<file path="src/brf_pkg.sv">
// Package of constants and types for the banked register file and decoder
package brf_pkg;

  // --------------------------------------------------------------------------
  // Register offsets in the standard file
  // --------------------------------------------------------------------------
  localparam logic [7:0] BRF_RSV0_ADDR   = 8'h00;   // Reserved location
  localparam logic [7:0] BRF_RSV1_ADDR   = 8'h01;   // Reserved location
  localparam logic [7:0] BRF_PORT2_ADDR  = 8'h02;   // First port register
  localparam logic [7:0] BRF_PORT3_ADDR  = 8'h03;   // Second port register
  localparam logic [7:0] BRF_WREG_LO     = 8'hE0;   // First location refused in direct mode
  localparam logic [7:0] BRF_WREG_HI     = 8'hEF;   // Last location refused in direct mode
  localparam logic [7:0] BRF_RSV2_ADDR   = 8'hF0;   // Reserved location
  localparam logic [7:0] BRF_PTR_ADDR    = 8'hFD;   // Register pointer

  // --------------------------------------------------------------------------
  // Reset values and sizes
  // --------------------------------------------------------------------------
  localparam logic [7:0] BRF_PTR_RST     = 8'h00;   // Pointer after reset
  localparam logic [7:0] BRF_PORT_RST    = 8'h00;   // Port latches after reset
  localparam logic [7:0] BRF_DATA_RST    = 8'h00;   // Read data after reset
  localparam int         BRF_MEM_DEPTH   = 512;     // Words in the storage array
  localparam int         BRF_MEM_AW      = 9;       // Storage index width

  // --------------------------------------------------------------------------
  // Types
  // --------------------------------------------------------------------------
  // Addressing mode of one core access
  typedef enum logic [1:0] {
    BRF_DIRECT,
    BRF_INDIRECT,
    BRF_WORKING
  } brf_mode_t;

  // Where a decoded access lands
  typedef enum logic [2:0] {
    BRF_TGT_NONE,
    BRF_TGT_MEM,
    BRF_TGT_PTR,
    BRF_TGT_PORT2,
    BRF_TGT_PORT3
  } brf_tgt_t;

  // Map a bank number to its storage slot; bit 3 set means no storage
  function automatic logic [3:0] brf_bank_slot(input logic [3:0] bank);
    logic [3:0] slot;
    slot = 4'h8;
    case (bank)
      4'h4:    slot = 4'h0;
      4'h5:    slot = 4'h1;
      4'h6:    slot = 4'h2;
      4'h7:    slot = 4'h3;
      4'hA:    slot = 4'h4;
      4'hB:    slot = 4'h5;
      4'hC:    slot = 4'h6;
      4'hF:    slot = 4'h7;
      default: slot = 4'h8;
    endcase
    return slot;
  endfunction : brf_bank_slot

endpackage : brf_pkg

</file>
<file path="src/brf_mem_if.sv">
// Interface between the decoder and its storage array
`timescale 1ns/1ps
interface brf_mem_if;
  logic [8:0] addr;   // Storage index
  logic       we;     // Write strobe
  logic [7:0] wdata;  // Write data
  logic [7:0] rdata;  // Registered read data

  // Decoder side
  modport ctl (output addr, output we, output wdata, input rdata);
  // Storage side
  modport mem (input addr, input we, input wdata, output rdata);
endinterface : brf_mem_if

</file>
<file path="src/brf_mem.sv">
// Storage array for the standard file and the expanded banks
`timescale 1ns/1ps
module brf_mem (
  // Clock and reset
  input  wire logic clk_sys_in,
  input  wire logic sys_rst_in,
  // Decoder connection
  brf_mem_if.mem    bus
);
  import brf_pkg::*;

  // --------------------------------------------------------------------------
  // Array and read register
  // --------------------------------------------------------------------------
  logic [7:0] mem_q [BRF_MEM_DEPTH];   // Contents, not reset
  logic [7:0] rdata_q;                 // Read data register

  // Write port
  always_ff @(posedge clk_sys_in) begin
    if (bus.we) begin
      mem_q[bus.addr] <= bus.wdata;
    end
  end

  // Read port, one cycle behind the index
  always_ff @(posedge clk_sys_in) begin
    if (sys_rst_in) begin
      rdata_q <= BRF_DATA_RST;
    end else begin
      rdata_q <= mem_q[bus.addr];
    end
  end

  assign bus.rdata = rdata_q;

endmodule : brf_mem

</file>
<file path="src/brf_top.sv">
// Register file decoder with pointer, ports and banked storage
`timescale 1ns/1ps
module brf_top (
  // Clock and reset
  input  wire logic              clk_sys_in,
  input  wire logic              sys_rst_in,
  // Core access port
  input  wire logic              req_in,
  input  wire logic              we_in,
  input  wire brf_pkg::brf_mode_t mode_in,
  input  wire logic [7:0]        addr_in,
  input  wire logic [7:0]        wdata_in,
  output logic [7:0]             rdata_out,
  output logic                   rvalid_out,
  // Port pins
  input  wire logic [7:0]        port2_pin_in,
  input  wire logic [7:0]        port3_pin_in,
  output logic [7:0]             port2_out,
  output logic [7:0]             port3_out,
  // Pointer state
  output logic [7:0]             pointer_out
);
  import brf_pkg::*;

  // --------------------------------------------------------------------------
  // Declarations
  // --------------------------------------------------------------------------
  logic [7:0] ptr_q;                  // Register pointer
  logic [7:0] p2_q, p3_q;             // Port output latches
  logic [7:0] p2_s1_q, p2_s2_q;       // Port 2 pin synchroniser
  logic [7:0] p3_s1_q, p3_s2_q;       // Port 3 pin synchroniser
  logic [7:0] eff_addr;               // Effective 8-bit address
  logic       in_bank;                // Access falls in the banked window
  logic [3:0] slot;                   // Storage slot of selected bank
  brf_tgt_t   tgt;                    // Decoded target
  logic [8:0] mem_idx;                // Storage index
  brf_tgt_t   tgt_q;                  // Target of pending read
  logic       rd_q;                   // Read pipeline valid
  logic [7:0] side_q;                 // Non-memory read data

  brf_mem_if  mif ();                 // Storage connection

  // --------------------------------------------------------------------------
  // Address formation
  // --------------------------------------------------------------------------
  // Direct and indirect accesses carry the full address; only working
  // mode borrows the group nibble, so the same number reaches any group
  // Working mode joins group nibble with register number
  always_comb begin
    if (mode_in == BRF_WORKING) begin
      eff_addr = {ptr_q[7:4], addr_in[3:0]};
    end else begin
      eff_addr = addr_in;
    end
  end

  // Banked window and slot lookup
  always_comb begin
    slot    = brf_bank_slot(ptr_q[3:0]);
    in_bank = (ptr_q[3:0] != 4'h0) && (eff_addr[7:4] == 4'h0);
  end

  // --------------------------------------------------------------------------
  // Target decode
  // --------------------------------------------------------------------------
  always_comb begin
    tgt     = BRF_TGT_MEM;
    mem_idx = {1'b0, eff_addr};
    if (in_bank) begin
      // Bank registers replace the lowest sixteen locations
      if (slot[3]) begin
        tgt = BRF_TGT_NONE;
      end else begin
        mem_idx = {2'b11, slot[2:0], eff_addr[3:0]};
      end
    end else if ((eff_addr == BRF_RSV0_ADDR) || (eff_addr == BRF_RSV1_ADDR) ||
                 (eff_addr == BRF_RSV2_ADDR)) begin
      tgt = BRF_TGT_NONE;
    end else if (eff_addr == BRF_PORT2_ADDR) begin
      tgt = BRF_TGT_PORT2;
    end else if (eff_addr == BRF_PORT3_ADDR) begin
      tgt = BRF_TGT_PORT3;
    end else if (eff_addr == BRF_PTR_ADDR) begin
      tgt = BRF_TGT_PTR;
    end else if ((mode_in == BRF_DIRECT) && (eff_addr >= BRF_WREG_LO) &&
                 (eff_addr <= BRF_WREG_HI)) begin
      tgt = BRF_TGT_NONE;
    end else if ((mode_in != BRF_DIRECT) && (mode_in != BRF_INDIRECT) &&
                 (mode_in != BRF_WORKING)) begin
      tgt = BRF_TGT_NONE;                                     // Unused mode code
    end
    // Remaining standard locations are plain storage bytes
  end

  // Standard file uses indices 000h-0FFh; the eight backed banks sit at
  // 180h-1FFh, sixteen bytes each, so no bank can alias a standard byte
  // Storage strobes
  assign mif.addr  = mem_idx;
  assign mif.we    = req_in && we_in && (tgt == BRF_TGT_MEM);
  assign mif.wdata = wdata_in;

  brf_mem u_mem (
    .clk_sys_in (clk_sys_in),
    .sys_rst_in (sys_rst_in),
    .bus        (mif.mem)
  );

  // --------------------------------------------------------------------------
  // Pointer and port latches
  // --------------------------------------------------------------------------
  // Pointer register steers working-mode and banked decoding
  // A write here changes the decode of the very next request
  always_ff @(posedge clk_sys_in) begin
    if (sys_rst_in) begin
      ptr_q <= BRF_PTR_RST;
    end else if (req_in && we_in && (tgt == BRF_TGT_PTR)) begin
      ptr_q <= wdata_in;
    end
  end

  // First port output latch
  always_ff @(posedge clk_sys_in) begin
    if (sys_rst_in) begin
      p2_q <= BRF_PORT_RST;
    end else if (req_in && we_in && (tgt == BRF_TGT_PORT2)) begin
      p2_q <= wdata_in;
    end
  end

  // Second port output latch
  always_ff @(posedge clk_sys_in) begin
    if (sys_rst_in) begin
      p3_q <= BRF_PORT_RST;
    end else if (req_in && we_in && (tgt == BRF_TGT_PORT3)) begin
      p3_q <= wdata_in;
    end
  end

  // First port pin synchroniser, two stages; only stage two is read
  always_ff @(posedge clk_sys_in) begin
    if (sys_rst_in) begin
      p2_s1_q <= BRF_PORT_RST;
      p2_s2_q <= BRF_PORT_RST;
    end else begin
      p2_s1_q <= port2_pin_in;
      p2_s2_q <= p2_s1_q;
    end
  end

  // Second port pin synchroniser, two stages; only stage two is read
  always_ff @(posedge clk_sys_in) begin
    if (sys_rst_in) begin
      p3_s1_q <= BRF_PORT_RST;
      p3_s2_q <= BRF_PORT_RST;
    end else begin
      p3_s1_q <= port3_pin_in;
      p3_s2_q <= p3_s1_q;
    end
  end

  // --------------------------------------------------------------------------
  // Read pipeline
  // --------------------------------------------------------------------------
  // Stage one: capture target and side data
  always_ff @(posedge clk_sys_in) begin
    if (sys_rst_in) begin
      rd_q   <= 1'b0;
      tgt_q  <= BRF_TGT_NONE;
      side_q <= BRF_DATA_RST;
    end else begin
      rd_q  <= req_in && !we_in;
      tgt_q <= tgt;
      // Ports read the synchronised pins, never the output latch
      case (tgt)
        BRF_TGT_PTR:   side_q <= ptr_q;
        BRF_TGT_PORT2: side_q <= p2_s2_q;
        BRF_TGT_PORT3: side_q <= p3_s2_q;
        default:       side_q <= BRF_DATA_RST;   // Unbacked reads give zero
      endcase
    end
  end

  // Stage two: select storage or side data, held until the next read
  always_ff @(posedge clk_sys_in) begin
    if (sys_rst_in) begin
      rdata_out <= BRF_DATA_RST;
    end else if (rd_q) begin
      // Storage answers from its own read register, others from side_q
      rdata_out <= (tgt_q == BRF_TGT_MEM) ? mif.rdata : side_q;
    end
  end

  // --------------------------------------------------------------------------
  // Registered outputs
  // --------------------------------------------------------------------------
  // Read valid pulse, in step with the read data register
  always_ff @(posedge clk_sys_in) begin
    if (sys_rst_in) begin
      rvalid_out <= 1'b0;
    end else begin
      rvalid_out <= rd_q;
    end
  end

  // Port outputs follow their latches one cycle later
  always_ff @(posedge clk_sys_in) begin
    if (sys_rst_in) begin
      port2_out <= BRF_PORT_RST;
      port3_out <= BRF_PORT_RST;
    end else begin
      port2_out <= p2_q;
      port3_out <= p3_q;
    end
  end

  // Pointer copy for the core, one cycle behind the pointer
  always_ff @(posedge clk_sys_in) begin
    if (sys_rst_in) begin
      pointer_out <= BRF_PTR_RST;
    end else begin
      pointer_out <= ptr_q;
    end
  end

endmodule : brf_top

</file>
<file path="config.mk">
export PLATFORM = sky130hd
export DESIGN_NAME = brf_top
export DESIGN_NICKNAME = d
export VERILOG_FILES = /design/src/brf_pkg.sv /design/src/brf_mem_if.sv /design/src/brf_mem.sv /design/src/brf_top.sv
export SDC_FILE = /design/constraint.sdc
export NUM_CORES = 2
export LEC_CHECK = 0
export BUFFER_PORTS_ARGS = -buffer_cell sky130_fd_sc_hd__buf_2
export CAP_MARGIN = 20
export CORE_MARGIN = 5
export CORE_UTILIZATION = 55
export CTS_BUF_LIST = sky130_fd_sc_hd__clkbuf_4 sky130_fd_sc_hd__clkbuf_8
export DETAILED_ROUTE_END_ITERATION = 16
export GPL_TIMING_DRIVEN = 1
export PLACE_DENSITY = 0.71
export SETUP_SLACK_MARGIN = 0.5
export SYNTH_ARGS = -nofsm -noshare
export SYNTH_HDL_FRONTEND = slang
export SYNTH_MEMORY_MAX_BITS = 65536
export SYNTH_SLANG_ARGS = --single-unit
</file>
<file path="constraint.sdc">
create_clock -name clk_sys_in -period 5.27 [get_ports clk_sys_in]
set_input_delay 0.7905 -clock clk_sys_in [delete_from_list [all_inputs] [get_ports clk_sys_in]]
set_output_delay 0.7905 -clock clk_sys_in [all_outputs]
set_load 0.03 [all_outputs]
</file>
# ---- Word-level counts from Yosys, hierarchy flattened
# Memory sizes are Yosys's and may differ from the RTL's. A register that Yosys moved wholly into a read port is not among the register bits.
# Index checks and enable logic that the tools add are counted.
dict set report word_totals {
  ramBits 4096
  register_bits 101
  wordCells 68
  mem_count 2
  inputBits 38
  output_inout_bits 33
  romBits 64
}
dict set report classes {
  n_reduce_logical 19
  eq_ne 13
  n_lt_le_gt_ge 2
  mux 17
}
# memory words word_bits rd rd_clocked_by_memory_dff wr line
set mem_list {}
lappend mem_list {u_mem.mem_q 512 8 1 1 1 brf_mem.sv:15} ;# logic [7:0] mem_q [BRF_MEM_DEPTH];
lappend mem_list {{(no name shown)} 16 4 1 1 0 brf_pkg.sv:48} ;# case (bank)
# operator n
set op_table {}
lappend op_table {{$pmux W8 S3} 1}
lappend op_table {{$mux W9} 2}
lappend op_table {{$eq A8 B2 Y1 const B} 2}
lappend op_table {{$eq A8 B8 Y1 const B} 2}
lappend op_table {{$mux W8} 2}
lappend op_table {{$mux W3} 4}
lappend op_table {{$logic_and A1 B1 Y1} 11}
lappend op_table {{$eq A8 B1 Y1 const B} 1}
lappend op_table {{$ge A8 B8 Y1 const B} 1}
lappend op_table {{$le A8 B8 Y1 const B} 1}
lappend op_table {{$logic_not A8 Y1} 1}
lappend op_table {{$mux W4} 2}
lappend op_table {{$eq A3 B1 Y1 const B} 2}
lappend op_table {{$eq A3 B2 Y1 const B} 2}
lappend op_table {{$mux W1} 5}
lappend op_table {{$logic_not A4 Y1} 1}
lappend op_table {{$reduce_bool A4 Y1} 1}
lappend op_table {{$eq A3 B3 Y1 const B} 1}
lappend op_table {{$eq A2 B2 Y1 const B} 1}
lappend op_table {{$logic_not A2 Y1} 1}
lappend op_table {{$logic_or A1 B1 Y1} 2}
lappend op_table {{$mux W2} 1}
lappend op_table {{$ne A2 B1 Y1 const B} 1}
lappend op_table {{$ne A2 B2 Y1 const B} 1}
lappend op_table {{2 further kinds} 2}

# ---- Longest topological paths before layout
dict set report depth {
  depth_word 15
  ltp_mapped 12
  depth_no_buf 9
}

# ---- Cells and area by module
# Synthesis repeated with hierarchy kept, for this count alone.
dict set report unflattened {
  hier_cells 7795
  area_unflattened_um2 162667.3
}
# module cells_per_inst area_per_inst_um2 n_inst seq_area_each_um2
set modules_own_cells {}
lappend modules_own_cells {brf_mem 7446 158846.1 1 123158.1}
lappend modules_own_cells {brf_top 349 3821.2 1 2102.0}

# ---- Worst setup path before layout
# OpenSTA, ideal clock, no wires.
dict set report synth_timing {
  kind {input-to-reg}
  from {input mode_in[0]}
  to {memory u_mem.mem_q[106][0] (enable)}
  required_ps 4900
  slack_ps 1774
  stages 10
  arrival_time_ps 3126
  n_path_buf 3
  cell_sequence {nand2b_1 buf_6 mux2i_1 nor3_2 a211o_1 a21boi_4 buf_6 o21bai_4 buf_2 nor2_1}
}
dict set report synth_via {
  elab_chain_len 15
}
# element line
set synth_rtl {}
lappend synth_rtl {{from (decl)} brf_top.sv:10} ;# input wire brf_pkg::brf_mode_t mode_in,
lappend synth_rtl {{$eq A2 B2 Y1} brf_top.sv:50} ;# if (mode_in == BRF_WORKING) begin
lappend synth_rtl {{$mux W8} brf_top.sv:50}
lappend synth_rtl {{$ge A8 B8 Y1} brf_top.sv:85} ;# end else if ((mode_in == BRF_DIRECT) && (eff_addr >= BRF_WREG_LO) &&
lappend synth_rtl {{$logic_and A1 B1 Y1 (2 in series)} brf_top.sv:85}
lappend synth_rtl {{$mux W1} brf_top.sv:85}
lappend synth_rtl {{$mux W2} brf_top.sv:83} ;# end else if (eff_addr == BRF_PTR_ADDR) begin
lappend synth_rtl {{$mux W3} brf_top.sv:81} ;# end else if (eff_addr == BRF_PORT3_ADDR) begin
lappend synth_rtl {{$mux W3} brf_top.sv:79} ;# end else if (eff_addr == BRF_PORT2_ADDR) begin
lappend synth_rtl {{$mux W3} brf_top.sv:76} ;# end else if ((eff_addr == BRF_RSV0_ADDR) || (eff_addr == BRF_RSV1_ADDR) ||
lappend synth_rtl {{$mux W3} brf_top.sv:69} ;# if (in_bank) begin
lappend synth_rtl {{$eq A3 B1 Y1} brf_top.sv:99} ;# assign mif.we = req_in && we_in && (tgt == BRF_TGT_MEM);
lappend synth_rtl {{$logic_and A1 B1 Y1} brf_top.sv:99}
lappend synth_rtl {{$mux W1} brf_mem.sv:20} ;# if (bus.we) begin
lappend synth_rtl {{$mux W1 (implied by the code)} brf_mem.sv:21} ;# mem_q[bus.addr] <= bus.wdata;
lappend synth_rtl {{to (decl)} brf_mem.sv:15}
# Several ways; a longest one is shown, not always the timed one.

# ---- Final worst setup path
dict set report layout_timing {
  from {register ptr_q[2]}
  to {memory u_mem.mem_q[209][0] (enable)}
}
dict set report layout_via {
  elab_chain_len 7
}
# element line
set layout_rtl {}
lappend layout_rtl {{from (decl)} brf_top.sv:28} ;# logic [7:0] ptr_q;
lappend layout_rtl {{from (signal assigned)} brf_top.sv:117} ;# ptr_q <= wdata_in;
lappend layout_rtl {{$reduce_bool A4 Y1 *} brf_top.sv:60} ;# in_bank = (ptr_q[3:0] != 4'h0) && (eff_addr[7:4] == 4'h0);
lappend layout_rtl {{$logic_and A1 B1 Y1 *} brf_top.sv:60}
lappend layout_rtl {{$mux W3} brf_top.sv:69}
lappend layout_rtl {{$eq A3 B1 Y1} brf_top.sv:99}
lappend layout_rtl {{$logic_and A1 B1 Y1} brf_top.sv:99}
lappend layout_rtl {{$mux W1} brf_mem.sv:20}
lappend layout_rtl {{$mux W1 (implied by the code)} brf_mem.sv:21}
# Mark *: on every way between the ends. The rest lies on a longest branch, timed or not.

==> flow_summary.json <==
{
  "drc_errors": 0,
  "crit_type": "reg2reg",
  "antenna_found_initial": 22,
  "place_congestion": 0.895,
  "regMostFlops": "u_mem.mem_q",
  "start_kind": "register",
  "first_iter_violations": 8361,
  "grt_pass1_wl_um": 439000,
  "crit_path_end_kind": "register",
  "hold_buffers": 24,
  "power.density_nw_per_um2": 365,
  "fin_skew_ns": 0.105,
  "fmax_ghz": 0.243,
  "min_path_type": "in2reg",
  "finalSetupViolCount": 0,
  "postSynthCellCount": 5660,
  "post_cts_resized": 0,
  "final.setup.worst_slack_ns": 1.15,
  "drv_slew": 0,
  "post-cts-setup-buffers": 0,
  "finalCriticalPeriod_ns": 4.12,
  "wl_um": 303000,
  "routed_via_density": 6.40,
  "run_status": "complete, no violations",
  "dp_hpwl_um": 183000,
  "synth_warnings": 0,
  "rows": 172,
  "grt_pass1_vias": 62700,
  "first_pass_iters": 5,
  "tightest_slew_ns": 1.13,
  "cts_num_sinks": 3185,
  "synth_edf_count": 3072,
  "fin_crit_sh": 0.782,
  "ant_nets": 0,
  "synth.distinct_cells": 65,
  "drv_cap": 0,
  "num-nets-final": 6383,
  "cp_max_fo": 16,
  "synthArstFlopShare": 0,
  "r2r_slack_ns": 1.15,
  "clock_latency_ns": 1.13,
  "num_vias": 62000,
  "preCtsSetupSlack_ns": 0.568,
  "ys_seq_area_frac": 0.775,
  "track_usage": 0.262,
  "whs_ns": 0.140,
  "cts.clk_slew.worst_paths_ns": 0.07,
  "overflow": 0,
  "cp.arrival_ns": 4.86,
  "syn_area_um2": 122000,
  "die-width_um": 481,
  "post_drt_wl_per_cell_um": 31.3,
  "crit_required_ns": 6.01,
  "drive_gt1_frac": 0.312,
  "vdd_drop_max_mv": 0.306,
  "start_util": 0.554,
  "cts_buffers": 489,
  "fin_tns_setup_ns": 0,
  "synth_seq_cells": 3185,
  "stdcell_count": 9695,
  "core_um2": 220000,
  "design_area_um2": 138000,
  "io_pins": 71,
  "synth.avg_cell_area_um2": 21.5,
  "htreeDepth": 5,
  "grt_max_degree": 182,
  "relSlewSlack": 0.242,
  "hold_viol": 0,
  "synth_flop_cell": "edfxtp_1",
  "fp.dieArea_um2": 231000,
  "place_inst": 8787,
  "dpl-instance-area_um2": 129000,
  "cts-root-buf": "clkbuf_8",
  "area_growth_pct": 13.5,
  "port_buffers": 70,
  "largest_register_ff_count": 3072,
  "clockBufferDepth": 4,
  "cellLeakagePower_nw": 43.9,
  "rsz0062_at_grt": "false",
  "fp.dieH_um": 481,
  "tritoncts": "built"
}
cell usage after synthesis, types with 5 or more instances:
cell type | n | share of area
a2111o_1 | 8 | 0.00074
a222oi_1 | 8 | 0.00066
buf_4 | 17 | 0.0010
o21ai_0 | 12 | 0.00049
edfxtp_1 | 3072 | 0.76
nor3_1 | 5 | 0.00021
nand3_1 | 18 | 0.00074
mux4_2 | 816 | 0.15
o21bai_4 | 9 | 0.0014
buf_1 | 33 | 0.0010
o2111ai_1 | 8 | 0.00057
o21bai_1 | 8 | 0.00049
a22oi_1 | 309 | 0.019
mux2i_1 | 32 | 0.0026
dfxtp_1 | 113 | 0.019
buf_6 | 11 | 0.0010
or2_1 | 7 | 0.00036
nand2_1 | 125 | 0.0038
nor2b_1 | 64 | 0.0033
nor2_1 | 455 | 0.014
a211oi_1 | 9 | 0.00055
o2111a_1 | 12 | 0.0011
and2_1 | 5 | 0.00026
clkbuf_1 | 177 | 0.0054
a21oi_1 | 134 | 0.0055
and3_1 | 8 | 0.00041
buf_2 | 111 | 0.0046
final cells by class:
| cell class | count | area, um^2 |
|---|---|---|
| diodes | 9 | 22.5 |
| clock buffers | 656 | 8150 |
| clock inverters | 219 | 1450 |
| fillers | 14400 | 81700 |
| inverters | 2 | 7.51 |
| multi-input cells | 2171 | 26200 |
| flip-flops and latches | 3185 | 94500 |
| well taps | 2958 | 3700 |
| repair buffers | 495 | 4440 |
per-layer routing:
metal | wire length, um | track usage | part of all wire
met1 | 115000 | 0.372 | 0.38
met2 | 143000 | 0.404 | 0.47
met3 | 32600 | 0.0607 | 0.11
met4 | 12600 | 0.102 | 0.042
met5 | 30 | 0 | 0.000099
cell families after synthesis:
logic type / Yosys count / share of synthesized area
compound gates: 556 / 0.0333
buf+inv: 351 / 0.0131
simple gates: 713 / 0.0248
mux: 853 / 0.154
flops: 3185 / 0.775
other cells: 1 / 0.0000307
fa+ha+maj: 1 / 0.000103
worst max-delay path: stages, from the launching register on:
cell and delay, ns:
dfxtp_1 0.73, nor4_4 0.15, nor2_1 0.35, a41oi_4 0.40, nor3_2 0.38, buf_4 0.36, nand2_1 0.52, nor2_1 0.82
cells in the final DEF, fill, tap and decap left out, types with 9 or more instances in the layout:
master         instances
edfxtp_1            3072
mux4_2               816
clkbuf_8             515
nor2_1               454
buf_4                345
a22oi_1              309
clkbuf_4             141
a21oi_1              132
nand2_1              125
dfxtp_1              113
clkinv_1             112
clkinv_2              78
nor2b_1               61
buf_12                59
buf_2                 58
conb_1                48
mux2i_1               32
dlygate4sd3_1         24
nand3_1               18
bufinv_16             18
o21bai_4              16
o21ai_0               12
o2111a_1              12
diode_2                9
a211oi_1               9
buf_8                  9
where the power goes:
part | internal [W] | total [W] | switching, W
combinational | 0.000895 | 0.00249 | 0.00159
sequential | 0.0278 | 0.0279 | 0.0000459
clock | 0.0109 | 0.0202 | 0.00932
path summary, 6_finish.rpt:
path / cells after the start / from / to
min: 1 / wdata_in[7] / u_mem.mem_q[8][7]
max reg2reg: 7 / ptr_q[2] / u_mem.mem_q[209][0]
max: 7 / ptr_q[2] / u_mem.mem_q[209][0]
min reg2reg: 1 / p2_s1_q[2] / p2_s2_q[2]
metrics by stage:
stage	util	total power, W
6_report	0.629	0.0505
5_1_grt	0.629	0.0521
4_1_cts	0.629	0.0508
3_5_place_dp	0.584	0.0309
3_3_place_gp	0.584	0.0308
2_1_floorplan	-	0.0297
Power figures use the tool's default switching activity.
